<file path="src/design/uart_sfc_regs.svh">
// Offsets, field positions, encodings and reset values for the in-band flow control block.
// Assumes a 32-bit classic Wishbone bus with byte addresses on an 8-bit address.
`ifndef UART_SFC_REGS_SVH
`define UART_SFC_REGS_SVH
// Register byte offsets
`define OFF_FLAG_STATUS 8'h18
`define OFF_IRQ_MASK 8'h38
`define OFF_RAW_IRQ 8'h3C
`define OFF_MASKED_IRQ 8'h40
`define OFF_IRQ_CLEAR 8'h44
`define OFF_SOFT_FLOW_CTRL 8'h50
`define OFF_RESUME_CHAR_A 8'h54
`define OFF_RESUME_CHAR_B 8'h58
`define OFF_PAUSE_CHAR_A 8'h5C
`define OFF_PAUSE_CHAR_B 8'h60
// Flow mode encodings, shared by receive and transmit fields
`define MODE_OFF 2'b00
`define MODE_SET_A 2'b01
`define MODE_SET_B 2'b10
`define MODE_BOTH 2'b11
// Interrupt source bit positions
`define IRQ_TX_EMPTY 0
`define IRQ_PAUSE 1
`define IRQ_RX 2
`define IRQ_TX 3
`define IRQ_TIMEOUT 4
`define IRQ_ERROR 5
// Field widths and reset values
`define CFG_W 7
`define IRQ_W 6
`define CFG_RESET 7'h00
`define CHAR_RESET 8'h00
`define MASK_RESET 6'h00
`endif

</file>
<file path="src/design/uart_sfc_pkg.sv">
// Types shared by the flow control block and its receive matcher helper.
// Assumes uart_sfc_regs.svh holds the matching widths.
package uart_sfc_pkg;
	typedef struct packed {logic valid; logic [7:0] data;} char_t;
	typedef struct packed {
		logic cyc; logic stb; logic we; logic [7:0] adr; logic [3:0] sel; logic [31:0] dat;
	} wb_req_t;
	typedef struct packed {logic ack; logic [31:0] dat;} wb_rsp_t;
	typedef struct packed {
		logic special_char_detect_en;
		logic resume_on_any_char;
		logic [1:0] tx_soft_flow_mode;
		logic [1:0] rx_soft_flow_mode;
		logic soft_flow_enable;
	} flow_cfg_t;
	typedef struct packed {logic error; logic timeout; logic tx; logic rx;} irq_evt_t;
	typedef logic [5:0] level_t;
	typedef enum logic [1:0] {
		INS_IDLE = 2'b00,
		INS_PAUSE = 2'b01,
		INS_RESUME = 2'b10
	} ins_state_t;
endpackage

</file>
<file path="src/design/rx_flow_match.sv">
// Receive side matcher: pause, resume and special character hits, and the store decision.
// Assumes one received character per valid pulse, on the same clock as the caller.
`timescale 1ns/10ps
`include "uart_sfc_regs.svh"
module rx_flow_match (
	input wire logic clk_i,
	input wire logic rst_i,
	input uart_sfc_pkg::char_t rx_i,
	input uart_sfc_pkg::flow_cfg_t cfg_i,
	input wire logic [7:0] pause_char_a_i,
	input wire logic [7:0] pause_char_b_i,
	input wire logic [7:0] resume_char_a_i,
	input wire logic [7:0] resume_char_b_i,
	input wire logic suspended_i,
	output logic pause_hit_o,
	output logic resume_hit_o,
	output logic special_hit_o,
	output logic store_o
);
	logic rx_on;
	logic prev_a;
	logic pause_match;
	logic resume_match;
	logic any_take;

	// First half of a two-character pause, cleared by any following character other than pause A
	always_ff @(posedge clk_i)
	begin
		if (rst_i)
			prev_a <= 1'b0;
		else if (rx_i.valid)
			prev_a <= (rx_i.data == pause_char_a_i);
	end

	// Error status of the character is deliberately not looked at
	always_comb
	begin
		rx_on = cfg_i.soft_flow_enable && !cfg_i.special_char_detect_en
			&& (cfg_i.rx_soft_flow_mode != `MODE_OFF);
		pause_match = 1'b0;
		resume_match = 1'b0;
		unique case (cfg_i.rx_soft_flow_mode)
			`MODE_OFF: pause_match = 1'b0;
			`MODE_SET_A:
			begin
				pause_match = (rx_i.data == pause_char_a_i);
				resume_match = (rx_i.data == resume_char_a_i);
			end
			`MODE_SET_B:
			begin
				pause_match = (rx_i.data == pause_char_b_i);
				resume_match = (rx_i.data == resume_char_b_i);
			end
			`MODE_BOTH:
			begin
				pause_match = prev_a && (rx_i.data == pause_char_b_i);
				resume_match = (rx_i.data == resume_char_a_i) || (rx_i.data == resume_char_b_i);
			end
		endcase
		any_take = suspended_i && cfg_i.resume_on_any_char;
		pause_hit_o = rx_i.valid && rx_on && pause_match;
		resume_hit_o = rx_i.valid && rx_on && suspended_i && (any_take || resume_match);
		special_hit_o = rx_i.valid && cfg_i.special_char_detect_en
			&& (rx_i.data == pause_char_b_i);
		store_o = rx_i.valid && !(rx_on && (pause_match || (resume_match && !any_take)));
	end
endmodule

</file>
<file path="src/design/irq_combiner.sv">
// Sticky raw interrupt flags, mask gating and the single interrupt output.
// Assumes set and clear vectors are one-cycle pulses on the same clock.
`timescale 1ns/10ps
`include "uart_sfc_regs.svh"
module irq_combiner (
	input wire logic clk_i,
	input wire logic rst_i,
	input wire logic [`IRQ_W-1:0] set_i,
	input wire logic [`IRQ_W-1:0] clr_i,
	input wire logic [`IRQ_W-1:0] mask_i,
	output logic [`IRQ_W-1:0] raw_o,
	output logic [`IRQ_W-1:0] masked_o,
	output logic irq_o
);
	// Set wins over clear so an event landing on a clear write is kept
	always_ff @(posedge clk_i)
	begin
		if (rst_i)
			raw_o <= '0;
		else
			raw_o <= (raw_o & ~clr_i) | set_i;
	end

	assign masked_o = raw_o & mask_i;

	// Registered so the pin never glitches while flags and mask change together
	always_ff @(posedge clk_i)
	begin
		if (rst_i)
			irq_o <= 1'b0;
		else
			irq_o <= |masked_o;
	end
endmodule

</file>
<file path="src/design/uart_soft_flow_and_irq.sv">
// In-band flow control and interrupt combining for one serial port, with a Wishbone slave.
// Assumes receiver, transmitter and FIFOs run on clk_i; tx_ready_i falls the cycle after
// tx_char_o is valid and stays low until the last stop bit has left the shift register.
//
// Overview of operation
// - Global enable low switches off both receive and transmit flow control.
// - Receive mode: off, set A, set B, or both sets.
// - Both-sets receive mode needs pause A then pause B back to back.
// - Transmit mode: off, set A, set B, or both sets.
// - Pause match halts transmit after the current character and sets pause flag.
// - While halted a resume match clears pause flag and lets transmit resume.
// - Resume-on-any: any character resumes and is stored; a pause match while halted instead keeps the halt and is not stored.
// - Matched pause and resume characters are not stored, with stated exceptions.
// - Matches ignore parity, framing and break errors.
// - Receive fill above trigger inserts pause and sets remote disabled flag.
// - Fill below trigger inserts resume and clears remote disabled flag.
// - Turning flow off after a pause inserts resume and clears the flag.
// - Inserted characters are framed like ordinary transmit data.
// - Special detect forces flow off; pause B sets flag, stored, no halt.
// - Writing one to the pause clear bit clears the pause flag.
// - Six maskable sources merge onto one interrupt output.
// - Mask one enables; raw readable always; masked is raw AND mask.
// - Transmit-empty flag sets when busy falls.
// - Busy stays up until the last stop bit has left.
//
// The implementer's own choices: the register offsets and the Wishbone register port.
`timescale 1ns/10ps
`include "uart_sfc_regs.svh"
module uart_soft_flow_and_irq (
	input wire logic clk_i,
	input wire logic rst_i,
	input uart_sfc_pkg::wb_req_t wb_req_i,
	output uart_sfc_pkg::wb_rsp_t wb_rsp_o,
	input uart_sfc_pkg::char_t rx_char_i,
	output uart_sfc_pkg::char_t rx_store_o,
	input uart_sfc_pkg::level_t rx_fill_i,
	input uart_sfc_pkg::level_t rx_trigger_level_i,
	input wire logic txf_valid_i,
	input wire logic [7:0] txf_data_i,
	output logic txf_pop_o,
	input wire logic tx_ready_i,
	output uart_sfc_pkg::char_t tx_char_o,
	input uart_sfc_pkg::irq_evt_t irq_evt_i,
	output logic irq_o
);
	uart_sfc_pkg::flow_cfg_t cfg;
	uart_sfc_pkg::ins_state_t ins_state;
	logic [7:0] pause_char_a;
	logic [7:0] pause_char_b;
	logic [7:0] resume_char_a;
	logic [7:0] resume_char_b;
	logic [`IRQ_W-1:0] irq_mask;
	logic [`IRQ_W-1:0] raw_irq_status;
	logic [`IRQ_W-1:0] masked_irq_status;
	logic [`IRQ_W-1:0] irq_set;
	logic [`IRQ_W-1:0] irq_clr;
	logic [`IRQ_W-1:0] icr_clr;
	logic remote_tx_disabled;
	logic suspended;
	logic pause_hit;
	logic resume_hit;
	logic special_hit;
	logic store;
	logic access;
	logic wr;
	logic tx_on;
	logic can_start;
	logic busy;
	logic busy_q;
	logic tx_empty_evt;
	logic [1:0] ins_set;
	logic ins_second;
	logic next_send;
	logic next_pop;
	logic next_last;
	logic [7:0] next_char;
	logic [31:0] next_rdata;

	// Address match on the word, used for every register
	function automatic logic hit(input logic [7:0] adr, input logic [7:0] off);
		hit = (adr[7:2] == off[7:2]);
	endfunction

	////////////////////////////////////////////////////////////////////////////////
	// Wishbone slave

	// A new request is one not yet acknowledged; ack drops for a cycle between requests
	assign access = wb_req_i.cyc && wb_req_i.stb && !wb_rsp_o.ack;
	assign wr = access && wb_req_i.we && wb_req_i.sel[0];

	// Acknowledge and read data one cycle after the request appears
	always_ff @(posedge clk_i)
	begin
		if (rst_i)
			wb_rsp_o <= '0;
		else
		begin
			wb_rsp_o.ack <= access;
			wb_rsp_o.dat <= access ? next_rdata : 32'h0000_0000;
		end
	end

	// Read mux; unmapped offsets read zero
	always_comb
	begin
		next_rdata = 32'h0000_0000;
		if (hit(wb_req_i.adr, `OFF_SOFT_FLOW_CTRL))
			next_rdata[`CFG_W-1:0] = cfg;
		else if (hit(wb_req_i.adr, `OFF_RESUME_CHAR_A))
			next_rdata[7:0] = resume_char_a;
		else if (hit(wb_req_i.adr, `OFF_RESUME_CHAR_B))
			next_rdata[7:0] = resume_char_b;
		else if (hit(wb_req_i.adr, `OFF_PAUSE_CHAR_A))
			next_rdata[7:0] = pause_char_a;
		else if (hit(wb_req_i.adr, `OFF_PAUSE_CHAR_B))
			next_rdata[7:0] = pause_char_b;
		else if (hit(wb_req_i.adr, `OFF_FLAG_STATUS))
			next_rdata[1:0] = {busy_q, remote_tx_disabled};
		else if (hit(wb_req_i.adr, `OFF_IRQ_MASK))
			next_rdata[`IRQ_W-1:0] = irq_mask;
		else if (hit(wb_req_i.adr, `OFF_RAW_IRQ))
			next_rdata[`IRQ_W-1:0] = raw_irq_status;
		else if (hit(wb_req_i.adr, `OFF_MASKED_IRQ))
			next_rdata[`IRQ_W-1:0] = masked_irq_status;
	end

	// Configuration and character registers
	always_ff @(posedge clk_i)
	begin
		if (rst_i)
		begin
			cfg <= `CFG_RESET;
			pause_char_a <= `CHAR_RESET;
			pause_char_b <= `CHAR_RESET;
			resume_char_a <= `CHAR_RESET;
			resume_char_b <= `CHAR_RESET;
			irq_mask <= `MASK_RESET;
		end
		else if (wr)
		begin
			if (hit(wb_req_i.adr, `OFF_SOFT_FLOW_CTRL))
				cfg <= wb_req_i.dat[`CFG_W-1:0];
			if (hit(wb_req_i.adr, `OFF_RESUME_CHAR_A))
				resume_char_a <= wb_req_i.dat[7:0];
			if (hit(wb_req_i.adr, `OFF_RESUME_CHAR_B))
				resume_char_b <= wb_req_i.dat[7:0];
			if (hit(wb_req_i.adr, `OFF_PAUSE_CHAR_A))
				pause_char_a <= wb_req_i.dat[7:0];
			if (hit(wb_req_i.adr, `OFF_PAUSE_CHAR_B))
				pause_char_b <= wb_req_i.dat[7:0];
			if (hit(wb_req_i.adr, `OFF_IRQ_MASK))
				irq_mask <= wb_req_i.dat[`IRQ_W-1:0];
		end
	end

	// Clear pulses: write one to a bit of the clear register
	assign icr_clr = (wr && hit(wb_req_i.adr, `OFF_IRQ_CLEAR)) ?
		wb_req_i.dat[`IRQ_W-1:0] : '0;

	////////////////////////////////////////////////////////////////////////////////
	// Receive side

	rx_flow_match u_match (
		.clk_i(clk_i),
		.rst_i(rst_i),
		.rx_i(rx_char_i),
		.cfg_i(cfg),
		.pause_char_a_i(pause_char_a),
		.pause_char_b_i(pause_char_b),
		.resume_char_a_i(resume_char_a),
		.resume_char_b_i(resume_char_b),
		.suspended_i(suspended),
		.pause_hit_o(pause_hit),
		.resume_hit_o(resume_hit),
		.special_hit_o(special_hit),
		.store_o(store)
	);

	// Halt state; also dropped when the global enable is cleared or special detect is set, so the port cannot lock
	always_ff @(posedge clk_i)
	begin
		if (rst_i)
			suspended <= 1'b0;
		else if (pause_hit)
			suspended <= 1'b1;
		else if (resume_hit || !cfg.soft_flow_enable || cfg.special_char_detect_en)
			suspended <= 1'b0;
	end

	// Characters passed on to the receive FIFO
	always_ff @(posedge clk_i)
	begin
		if (rst_i)
			rx_store_o <= '0;
		else
		begin
			rx_store_o.valid <= store;
			rx_store_o.data <= rx_char_i.data;
		end
	end

	////////////////////////////////////////////////////////////////////////////////
	// Transmit side

	assign tx_on = cfg.soft_flow_enable && !cfg.special_char_detect_en
		&& (cfg.tx_soft_flow_mode != `MODE_OFF);
	assign can_start = tx_ready_i && !tx_char_o.valid;

	// Inserted characters first, FIFO data only when not halted
	always_comb
	begin
		next_send = 1'b0;
		next_pop = 1'b0;
		next_char = txf_data_i;
		next_last = (ins_second || (ins_set != `MODE_BOTH));
		if (can_start && (ins_state != uart_sfc_pkg::INS_IDLE))
		begin
			next_send = 1'b1;
			if (ins_state == uart_sfc_pkg::INS_PAUSE)
				next_char = ins_second ? pause_char_b : pause_char_a;
			else
				next_char = ins_second ? resume_char_b : resume_char_a;
		end
		else if (can_start && !suspended && txf_valid_i)
		begin
			next_send = 1'b1;
			next_pop = 1'b1;
		end
	end

	// One character path to the framer, so inserted ones get the programmed format
	always_ff @(posedge clk_i)
	begin
		if (rst_i)
		begin
			tx_char_o <= '0;
			txf_pop_o <= 1'b0;
		end
		else
		begin
			tx_char_o.valid <= next_send;
			tx_char_o.data <= next_char;
			txf_pop_o <= next_pop;
		end
	end

	// Insertion sequencer; the set in use is kept so a later resume matches the pause
	always_ff @(posedge clk_i)
	begin
		if (rst_i)
		begin
			ins_state <= uart_sfc_pkg::INS_IDLE;
			ins_set <= `MODE_OFF;
			ins_second <= 1'b0;
		end
		else
		begin
			unique case (ins_state)
				uart_sfc_pkg::INS_IDLE:
					if (tx_on && !remote_tx_disabled && (rx_fill_i > rx_trigger_level_i))
					begin
						ins_state <= uart_sfc_pkg::INS_PAUSE;
						ins_set <= cfg.tx_soft_flow_mode;
						ins_second <= (cfg.tx_soft_flow_mode == `MODE_SET_B);
					end
					else if (remote_tx_disabled && (!tx_on || (rx_fill_i < rx_trigger_level_i)))
					begin
						ins_state <= uart_sfc_pkg::INS_RESUME;
						ins_second <= (ins_set == `MODE_SET_B);
					end
				uart_sfc_pkg::INS_PAUSE, uart_sfc_pkg::INS_RESUME:
					if (next_send && next_last)
						ins_state <= uart_sfc_pkg::INS_IDLE;
					else if (next_send)
						ins_second <= 1'b1;
				default: ins_state <= uart_sfc_pkg::INS_IDLE;
			endcase
		end
	end

	// Flag changes as the last inserted character is handed to the framer
	always_ff @(posedge clk_i)
	begin
		if (rst_i)
			remote_tx_disabled <= 1'b0;
		else if (next_send && next_last && (ins_state == uart_sfc_pkg::INS_PAUSE))
			remote_tx_disabled <= 1'b1;
		else if (next_send && next_last && (ins_state == uart_sfc_pkg::INS_RESUME))
			remote_tx_disabled <= 1'b0;
	end

	// Busy while anything is queued, being handed over, or still shifting out
	assign busy = txf_valid_i || !tx_ready_i || tx_char_o.valid;
	always_ff @(posedge clk_i)
	begin
		if (rst_i)
			busy_q <= 1'b0;
		else
			busy_q <= busy;
	end
	assign tx_empty_evt = busy_q && !busy;

	////////////////////////////////////////////////////////////////////////////////
	// Interrupts

	assign irq_set = {irq_evt_i.error, irq_evt_i.timeout, irq_evt_i.tx, irq_evt_i.rx,
		pause_hit || special_hit, tx_empty_evt};
	assign irq_clr = icr_clr | {{(`IRQ_W-2){1'b0}}, resume_hit, 1'b0};

	irq_combiner u_irq (
		.clk_i(clk_i),
		.rst_i(rst_i),
		.set_i(irq_set),
		.clr_i(irq_clr),
		.mask_i(irq_mask),
		.raw_o(raw_irq_status),
		.masked_o(masked_irq_status),
		.irq_o(irq_o)
	);
endmodule

</file>
<file path="config.mk">
export PLATFORM = sky130hd
export DESIGN_NAME = uart_soft_flow_and_irq
export DESIGN_NICKNAME = d
export VERILOG_FILES = /design/src/design/uart_sfc_pkg.sv /design/src/design/rx_flow_match.sv /design/src/design/irq_combiner.sv /design/src/design/uart_soft_flow_and_irq.sv
export VERILOG_INCLUDE_DIRS = /design/src /design/src/design
export SDC_FILE = /design/constraint.sdc
export NUM_CORES = 1
export LEC_CHECK = 0
export ABC_AREA = 1
export BUFFER_PORTS_ARGS = -buffer_cell sky130_fd_sc_hd__buf_2
export CAP_MARGIN = 20
export CELL_PAD_IN_SITES_DETAIL_PLACEMENT = 1
export CELL_PAD_IN_SITES_GLOBAL_PLACEMENT = 1
export CORE_UTILIZATION = 33
export DETAILED_ROUTE_END_ITERATION = 12
export PLACE_DENSITY_LB_ADDON = 0.1
export SLEW_MARGIN = 20
export SYNTH_ARGS = -nofsm -noshare
export SYNTH_HDL_FRONTEND = slang
export SYNTH_SLANG_ARGS = --single-unit
</file>
<file path="constraint.sdc">
create_clock -name clk_i -period 1.7 [get_ports clk_i]
set_clock_uncertainty 0.15 [all_clocks]
set_input_delay 0.255 -clock clk_i [delete_from_list [all_inputs] [get_ports clk_i]]
set_output_delay 0.255 -clock clk_i [all_outputs]
set_load 0.03 [all_outputs]
</file>
Yosys cells after proc, flatten, opt, wreduce, memory -nomap -nowiden. Cells that the tools add are included.

Register bits: 113. Latch bits: 0. RAM bits: 0. Bits in read-only memories: 0. Input bits: 84. Output and inout port bits: 53. Logic and storage cells: 168. Memories: 0.

Add/subtract/negate cells: 0. Multipliers: 0. Divide/modulo/power cells: 0. $lt $le $gt $ge: 2. Equality and inequality tests: 26. Shift-type cells: 0. Multiplexer cells: 33. Bitwise logic cells: 6. Reduce and logical (&&, ||, !) cells: 73.

Operator list (count): $mux W8 (7); $eq A6 B5 Y1 const B (7); $eq A8 B8 Y1 (4); $logic_and A1 B1 Y1 (30); $mux W6 (5); $reduce_and A2 Y1 (8); $and A6 B6 Y6 (2); $eq A6 B4 Y1 const B (2); $reduce_bool A2 Y1 (6); $logic_not A1 Y1 (11); $eq A2 B2 Y1 const B (5); $logic_or A1 B1 Y1 (10); $mux W1 (10); $mux W2 (5); $ne A2 B2 Y1 const B (4); $mux W7 (1); $eq A6 B3 Y1 const B (1); $gt A6 B6 Y1 (1); $lt A6 B6 Y1 (1); $not A6 Y6 (1); $or A6 B2 Y6 (1); $or A6 B6 Y6 (1); $reduce_or A2 Y1 (3); $reduce_or A6 Y1 (1); 11 further kinds (13).

Depth between registers and ports, before layout. Gate-level depths: netlist of run 1.

Depth after elaboration: 10. Depth in mapped cells: 13. Mapped depth without buffers: 13.

Modules after synthesis. A second synthesis of run 1 with hierarchy kept.

Cell total of the unflattened synthesis: 752. Area total of the unflattened synthesis: 5017.3 um2.

By module, submodules not included: uart_soft_flow_and_irq (times used 1, cells an instance 572, area an instance 4073.9 um2, sequential area each 1621.6 um2); rx_flow_match (times used 1, cells an instance 137, area an instance 659.4 um2, sequential area each 20.0 um2); irq_combiner (times used 1, cells an instance 43, area an instance 284.0 um2, sequential area each 140.1 um2).

Least setup slack after synthesis of run 1. OpenSTA, ideal clock, no wires.

Path kind: reg-to-reg. Start point: reg ins_state[0]. End point: reg ins_second. Setup time: 0.113 ns. Arrival: 1.426 ns. Setup slack: 0.012 ns. Cell stages (with the launch flop): 13. Path buffers: 0. Clock period less this slack: 1.688 ns. Cells stage by stage: dfxtp_1 inv_1 ha_1 nor2_2 inv_1 nand2_1 nand2_1 nand2_1 o21ai_0 nand2_1 nand2_1 nand2_1 nor2_1.

Longest elaborated chain between the ends: 6.

Ends and longest elaborated chain: from (decl) (line uart_soft_flow_and_irq.sv:47) `uart_sfc_pkg::ins_state_t ins_state;`; from (signal assigned) (line uart_soft_flow_and_irq.sv:252) `ins_state <= uart_sfc_pkg::INS_IDLE;`; from (signal assigned) (line uart_soft_flow_and_irq.sv:262) `ins_state <= uart_sfc_pkg::INS_PAUSE;`; from (signal assigned) (line uart_soft_flow_and_irq.sv:268) `ins_state <= uart_sfc_pkg::INS_RESUME;`; $reduce_bool A2 Y1 (line uart_soft_flow_and_irq.sv:216) `if (can_start && (ins_state != uart_sfc_pkg::INS_IDLE))`; $logic_and A1 B1 Y1 (line uart_soft_flow_and_irq.sv:216); $mux W1 (line uart_soft_flow_and_irq.sv:216); $logic_and A1 B1 Y1 (line uart_soft_flow_and_irq.sv:272) `if (next_send && next_last)`; $ne A2 B2 Y1 (no line); $reduce_and A4 Y1 (no line); to (signal assigned) (line uart_soft_flow_and_irq.sv:264) `` ins_second <= (cfg.tx_soft_flow_mode == `MODE_SET_B); ``; to (signal assigned) (line uart_soft_flow_and_irq.sv:269) `` ins_second <= (ins_set == `MODE_SET_B); ``; to (decl) (line uart_soft_flow_and_irq.sv:72) `logic ins_second;`.

Parallel ways exist; a longest one is shown, timed or not. A chain may end at the register's enable or synchronous reset.

Worst setup path in the final report of run 1.
Start point: reg ins_state[1]. End point: reg ins_second.

Same word-level chain as after synthesis.

==> results by group, run 1 <==
Layout
  – Share of cells above drive strength 1: 0.2282
  – Final #Nets: 947
  – Sequential cell area in the final layout: roughly 1800 um2
  – Area delta synth->final: 27.10%
  – Combined area of the multi-input logic cells: 2539 um2
  – Fillers: 1908
  – Post-layout utilization of the core: 0.4291
  – Final antenna diode count: 0

Routing
  – Number of antenna-violating nets in the routed design: 0
  – Total wire length after detailed routing: 17240 um
  – First-pass iteration count of the detailed router: 5
  – Routed vias: 5088
  – Vias per cell: 4.878
  – First DRT Iteration DRCs: between 200 and 250
  – Drt drc: 0
  – Average detailed-routed wire length per instance: about 17 um

Global routing
  – Initial antenna violation count: 0
  – Wire length of the first global-routing pass: 26540 um
  – All-Layer GR Usage: 0.2358
  – Residual overflow from global routing: 0
  – Via count of the first global-routing pass: 4964
  – Maximum number of pins on one net before global-route repair: 52

Worst setup path
  – Data arrival, critical path: 1750 ps
  – Element type at the critical path start: register
  – CP endpoint kind: register
  – Endpoint of the worst-slack reg-to-reg timing path: ins_second
  – Required time at the endpoint of the critical path: 1800 ps
  – Worst Reg-to-Reg Cells: 11
  – Critical path class: reg2reg
  – Register-to-register setup slack: 50 ps
  – Biggest fanout along the worst timing path: 3
  – Reg-to-Reg Start: ins_state[1]

Placed design
  – Setup slack after placement: -293.6 ps
  – Final Wtd Congestion: slightly above 0.9
  – # port buffers: 83
  – Placed wire-length estimate after detailed placement: 13190 um

STA
  – Final setup violating endpoints: 0
  – Summed negative setup slack over all endpoints: 0 ps
  – Final period demand of the worst path: 1647 ps
  – Unrepaired setup endpoints after global routing: true
  – Number of pins with negative max-slew slack in the final report: 0
  – Ratio of final minimum period to clock period: 0.9688
  – Count of final hold-check violations: 0
  – Max Clk Rate: 607.2 MHz
  – Smallest setup slack after layout: 53.05 ps

Worst hold path
  – Destination of the worst hold path: tx_char_o[7]
  – Startpoint of the tightest hold check path: txf_data_i[7]
  – Hold Path Depth: 3
  – Hold Path Class: in2reg

Synth
  – Distinct cell type count of the synthesized netlist: 38
  – Synthesized area per cell: 6.854 um2
  – Area of the mapped netlist: 4907 um2
  – Synthesis Warnings: 0
  – Top-area cell type share of the netlist area: 0.3631
  – Flip-flop and latch count after synthesis: 89
  – Cell type with the highest aggregate area in the netlist: dfxtp_1
  – Sequential fraction of the synthesis area: 0.3631
  – Largest cells by area after synthesis: dfxtp_1 (36%), nand2_1 (12%), inv_1 (8.3%)
  – Synth Instances: 716

Power and ir drop
  – Power per Cell Area: 765.8 nW/um2
  – Final total power: 0.004776 W
  – Lkg Pwr: 2.982 nW
  – Largest vdd supply drop: 0.0004650 V

Floorplanning
  – Die Ht: around 120 um
  – Initial Util: 0.3376
  – I/O Pins: 137
  – Row cnt: 44
  – Horizontal extent of the die: 123.9 um
  – Placeable core region: 14530 um2
  – Die ar.: 15360 um2

Outcome
  – Run status: complete, no violations

CTS
  – CTS Buf Count: 9
  – Number of buffers between clock root and the deepest sink: 2
  – CTS sink cnt: between 80 and 90
  – Clock latency on the worst-skew pair: 350 ps
  – H-tree Lvls: 3
  – CTS root buffer: clkbuf_16
  – Clock tree from TritonCTS: yes
  – Clk pin slew, worst setup/hold paths: 70 ps

Run
  – Number of max-cap violations: 0
==> placed cells by master, fill, tap and decap left out, types with 24 or more instances in the layout <==
master   instances
o21ai_0         64
a21oi_1         74
nor2_1          56
dfxtp_1         82
buf_2           83
inv_1          107
nand3_1         28
nand2_1        151
conb_1          24
buf_4           55
==> critical path: stages, from the launching register on <==
cell,delay (ps)
dfxtp_1,320
inv_1,110
ha_2,230
nor2_4,40
inv_1,60
nand2_1,70
nand2_1,100
nand2_1,90
o21ai_1,140
nand2_1,90
nor2_1,100
nor2_1,50
==> cell usage after synthesis, drive strengths merged <==
master,n
and2,1
o21bai,1
nand3b,1
a211oi,9
buf,31
or2,1
xnor2,9
nor2,70
dfxtp,89
inv,111
conb,1
o21ai,73
a31oi,2
clkbuf,13
nand4,10
xor2,4
nand2,156
a21boi,1
a221oi,1
nand3,29
nor3,5
ha,9
o211ai,13
a21oi,76
==> layout make-up <==
cell class,count,area share
clock inverters,4,0.008225
well taps,184,0.03691
multi-input cells,496,0.4070
inverters,111,0.06760
repair buffers,147,0.1521
flip-flops and latches,89,0.2871
clock buffers,12,0.04112
==> where the power goes <==
| part | switching (W) | internal (W) |
|---|---|---|
| logic | 0.000366 | 0.000180 |
| registers | 0.0000148 | 0.00212 |
| clock network | 0.000873 | 0.00122 |
| total | 0.00125 | 0.00352 |
==> what timing repair did <==
action	in CTS	in global routing
buffers inserted	0	4
gates resized for setup	3	26
cloned	0	1
hold buffers	6	0
hold endpoints to repair	6	0
pin swaps	1	6
endpoints found under the setup margin	4	61
==> per-layer routing <==
| layer | part of all wire | vias to the layer above | GRT usage |
|---|---|---|---|
| met3 | 0.045 | 16 | 0.02976 |
| met2 | 0.46 | 120 | 0.3889 |
| met1 | 0.48 | 2415 | 0.3175 |
| met4 | 0.016 | 0 | 0.07738 |
| met5 | 0 | - | 0 |
| li1 | - | 2537 | - |
==> registers in the layout (all words and copies together), names as in the netlist, 2 cells and up <==
name / cells
cfg: 7
ins_set: 2
ins_state: 2
irq_mask: 6
pause_char_a: 8
pause_char_b: 8
resume_char_a: 8
resume_char_b: 8
rx_store_o: 9
tx_char_o: 9
u_irq.raw_o: 6
wb_rsp_o: 9
==> through the flow <==
stage,area (um2),cells,hold WS (ps)
4_1_cts,6156,1038,0.3760
6_report,6237,1043,4.141
3_5_place_dp,5776,1016,329.5
5_1_grt,6237,1043,7.452
3_3_place_gp,5776,1016,301.8
2_1_floorplan,4994,739,229.9
==> logic make-up after synthesis <==
group / after synthesis / share of synthesized area
AOI/OAI and AO/OA: 176 / 0.1961
xor gates and xnor gates: 13 / 0.02320
adders and majority gates: 9 / 0.02295
buffers and inverters: 155 / 0.1479
DFF: 89 / 0.3631
other: 1 / 0.0007642
and+or+nand+nor: 273 / 0.2461
==> worst max path at each step <==
stage                                from            to  slack [ps]  depth (start not counted)
finish                       ins_state[1]    ins_second          50                         11
floorplan                    ins_state[0]    ins_second          10                         12
global route                 ins_state[1]    ins_second        -120                         12
CTS                                cfg[0]    ins_second          10                          9
detailed placement  rx_trigger_level_i[5]    ins_set[0]        -290                         11
global placement    rx_trigger_level_i[5]  ins_state[0]        -140                         11
Note: power is estimated with default switching activity, not from simulation.
==> run 2, diff against run 1 <==
--- a/config.mk
+++ b/config.mk
@@ -13,7 +13,9 @@
 export CELL_PAD_IN_SITES_GLOBAL_PLACEMENT = 1
 export CORE_UTILIZATION = 33
 export DETAILED_ROUTE_END_ITERATION = 12
+export GPL_TIMING_DRIVEN = 1
 export PLACE_DENSITY_LB_ADDON = 0.1
+export SETUP_SLACK_MARGIN = 0.2
 export SLEW_MARGIN = 20
 export SYNTH_ARGS = -nofsm -noshare
 export SYNTH_HDL_FRONTEND = slang
==> results by group, run 2 (synthesis results as in run 1) <==
Outcome
  – Run status: complete, no violations (unchanged)

Worst setup path
  – Critical path class: reg2reg (unchanged)
  – CP endpoint kind: register (unchanged)
  – Worst Reg-to-Reg Cells: 7 (was 11)
  – Register-to-register setup slack: 90 ps (was 50 ps)
  – Biggest fanout along the worst timing path: 7 (was 3)
  – Data arrival, critical path: 1720 ps (was 1750 ps)
  – Required time at the endpoint of the critical path: 1820 ps (was 1800 ps)
  – Element type at the critical path start: register (unchanged)
  – Reg-to-Reg Start: wb_rsp_o[32] (was ins_state[1])
  – Endpoint of the worst-slack reg-to-reg timing path: resume_char_b[3] (was ins_second)

Placed design
  – # port buffers: 83 (unchanged)
  – Setup slack after placement: -106.6 ps (was -293.6 ps)
  – Cell total after placement: 1010 (was 1016)
  – Final Wtd Congestion: 0.8611 (was 0.9285)
  – Placed wire-length estimate after detailed placement: 13530 um (was 13190 um)

Floorplanning
  – Horizontal extent of the die: 123.9 um (unchanged)
  – Die ar.: 15360 um2 (unchanged)
  – Placeable core region: 14530 um2 (unchanged)
  – I/O Pins: 137 (unchanged)
  – Die Ht: 123.9 um (unchanged)
  – Row cnt: 44 (unchanged)
  – Initial Util: 0.3376 (unchanged)

Global routing
  – Wire length of the first global-routing pass: 27660 um (was 26540 um)
  – Residual overflow from global routing: 0 (unchanged)
  – Maximum number of pins on one net before global-route repair: 52 (unchanged)
  – Initial antenna violation count: 1 (was 0)
  – All-Layer GR Usage: 0.2457 (was 0.2358)
  – Via count of the first global-routing pass: 5205 (was 4964)

Layout
  – Area delta synth->final: 37.61% (was 27.10%)
  – Final #Nets: 967 (was 947)
  – Fillers: 1882 (was 1908)
  – Share of cells above drive strength 1: 0.3303 (was 0.2282)
  – Final antenna diode count: 0 (unchanged)
  – Final Instance Count excl. Fillers: 1062 (was 1043)
  – Most common cell after layout, fill and taps aside: nand2_1 (unchanged)
  – Most frequent cells in the layout: nand2_1 (141), inv_1 (90), buf_2 (83) (was nand2_1 (151), inv_1 (107), buf_2 (83))
  – Leading registers by flop count: rx_store_o: 9 flops, tx_char_o: 9 flops, wb_rsp_o: 9 flops (unchanged)

Routing
  – Total wire length after detailed routing: 18340 um (was 17240 um)
  – Routed vias: 5239 (was 5088)
  – Number of antenna-violating nets in the routed design: 0 (unchanged)
  – Met2 routed WL: 8629 um (was 7956 um)
  – First-pass iteration count of the detailed router: 5 (unchanged)
  – WL met3: 1017 um (was 768 um)
  – Routed met1 length: 8240 um (was 8236 um)
  – Average detailed-routed wire length per instance: 17.27 um (was 16.53 um)
  – Vias per cell: 4.933 (was 4.878)
  – First DRT Iteration DRCs: 306 (was 226)
  – Top routing layer in use: met5 (was met4)
  – Drt drc: 0 (unchanged)

Worst hold path
  – Hold Path Depth: 3 (unchanged)
  – Destination of the worst hold path: tx_char_o[5] (was tx_char_o[7])
  – Startpoint of the tightest hold check path: txf_data_i[5] (was txf_data_i[7])
  – Hold Path Class: in2reg (unchanged)

CTS
  – Number of buffers between clock root and the deepest sink: 2 (unchanged)
  – CTS root buffer: clkbuf_16 (unchanged)
  – CTS Buf Count: 9 (unchanged)
  – H-tree Lvls: 3 (unchanged)
  – CTS sink cnt: 89 (unchanged)
  – Clock tree from TritonCTS: yes (unchanged)
  – Clk pin slew, worst setup/hold paths: 60 ps (was 70 ps)
  – Clock latency on the worst-skew pair: 350 ps (about the same)

Run
  – Number of max-cap violations: 0 (unchanged)

STA
  – Summed negative setup slack over all endpoints: 0 ps (unchanged)
  – Final period demand of the worst path: 1605 ps (was 1647 ps)
  – Final setup violating endpoints: 0 (unchanged)
  – Count of final hold-check violations: 0 (unchanged)
  – Smallest setup slack after layout: 94.83 ps (was 53.05 ps)
  – Max Clk Rate: 623.0 MHz (was 607.2 MHz)
  – Ratio of final minimum period to clock period: 0.9442 (was 0.9688)
  – Final Hold Slack: 0.5294 ps (was 4.141 ps)
  – Unrepaired setup endpoints after global routing: true (unchanged)
  – Number of pins with negative max-slew slack in the final report: 0 (unchanged)

Power and ir drop
  – Final total power: 0.004896 W (was 0.004776 W)
  – Lkg Pwr: 3.159 nW (was 2.982 nW)
  – Largest vdd supply drop: 0.0004416 V (was 0.0004650 V)
  – Power per Cell Area: 725.1 nW/um2 (was 765.8 nW/um2)
## run 2: how the worst max path moves through the flow
stage                                   to          from  cells past startpoint
after floorplan           resume_char_a[6]  wb_rsp_o[32]                      7
after global placement         wb_rsp_o[4]  wb_req_i[40]                     11
after detailed placement        ins_set[0]  rx_fill_i[5]                     10
after CTS                      wb_rsp_o[6]  wb_rsp_o[32]                      5
after global routing                cfg[3]  wb_rsp_o[32]                      7
final                     resume_char_b[3]  wb_rsp_o[32]                      7
## run 2: power by group
group | switching, W | internal, W | total [W] | leakage (nW)
Combinational | 0.000389 | 0.000196 | 0.000585 | 2.27
Sequential | 0.0000167 | 0.00211 | 0.00212 | 0.739
Clock | 0.000868 | 0.00132 | 0.00219 | 0.153
Total | 0.00127 | 0.00362 | 0.00490 | 3.16
## run 2: layer usage
layer	global-route usage	up-vias
met1	0.3167	2477
li1	-	2571
met3	0.05037	32
met5	0	-
met4	0.08854	2
met2	0.4042	157
## run 2: through the flow
stage / utilization / cell area [um2]
floorplan: - / 5055
global placement: 0.3991 / 5801
detailed placement: 0.3991 / 5801
CTS: 0.4465 / 6490
global route: 0.4646 / 6753
finish: 0.4646 / 6753
## run 2: final cells by class
type | instances | area (um2) | area share
flip-flops and latches | 89 | 1837 | 0.2720
clock buffers | 12 | 246.5 | 0.03650
multi-input cells | 496 | 2755 | 0.4080
inverters | 111 | 435.4 | 0.06448
well taps | 184 | 230.2 | 0.03409
clock inverters | 3 | 65.06 | 0.009635
repair buffers | 167 | 1184 | 0.1753
## run 2: what timing repair did
item                                   4_1_cts  5_1_grt
setup buffers                               16       10
pin swaps                                   23       27
cloned                                       1        1
setup endpoints to repair                   67       74
resized for setup                           65       63
hold buffers                                 9        0
endpoints found under the hold margin        9        0
## run 2: worst max-delay path, cell delays in order (launching register included)
cell and delay, ps:
dfxtp_4 330, nand3b_1 210, nor2_4 190, inv_6 110, nor2_4 130, buf_4 150
o21ai_0 80, a21oi_1 160
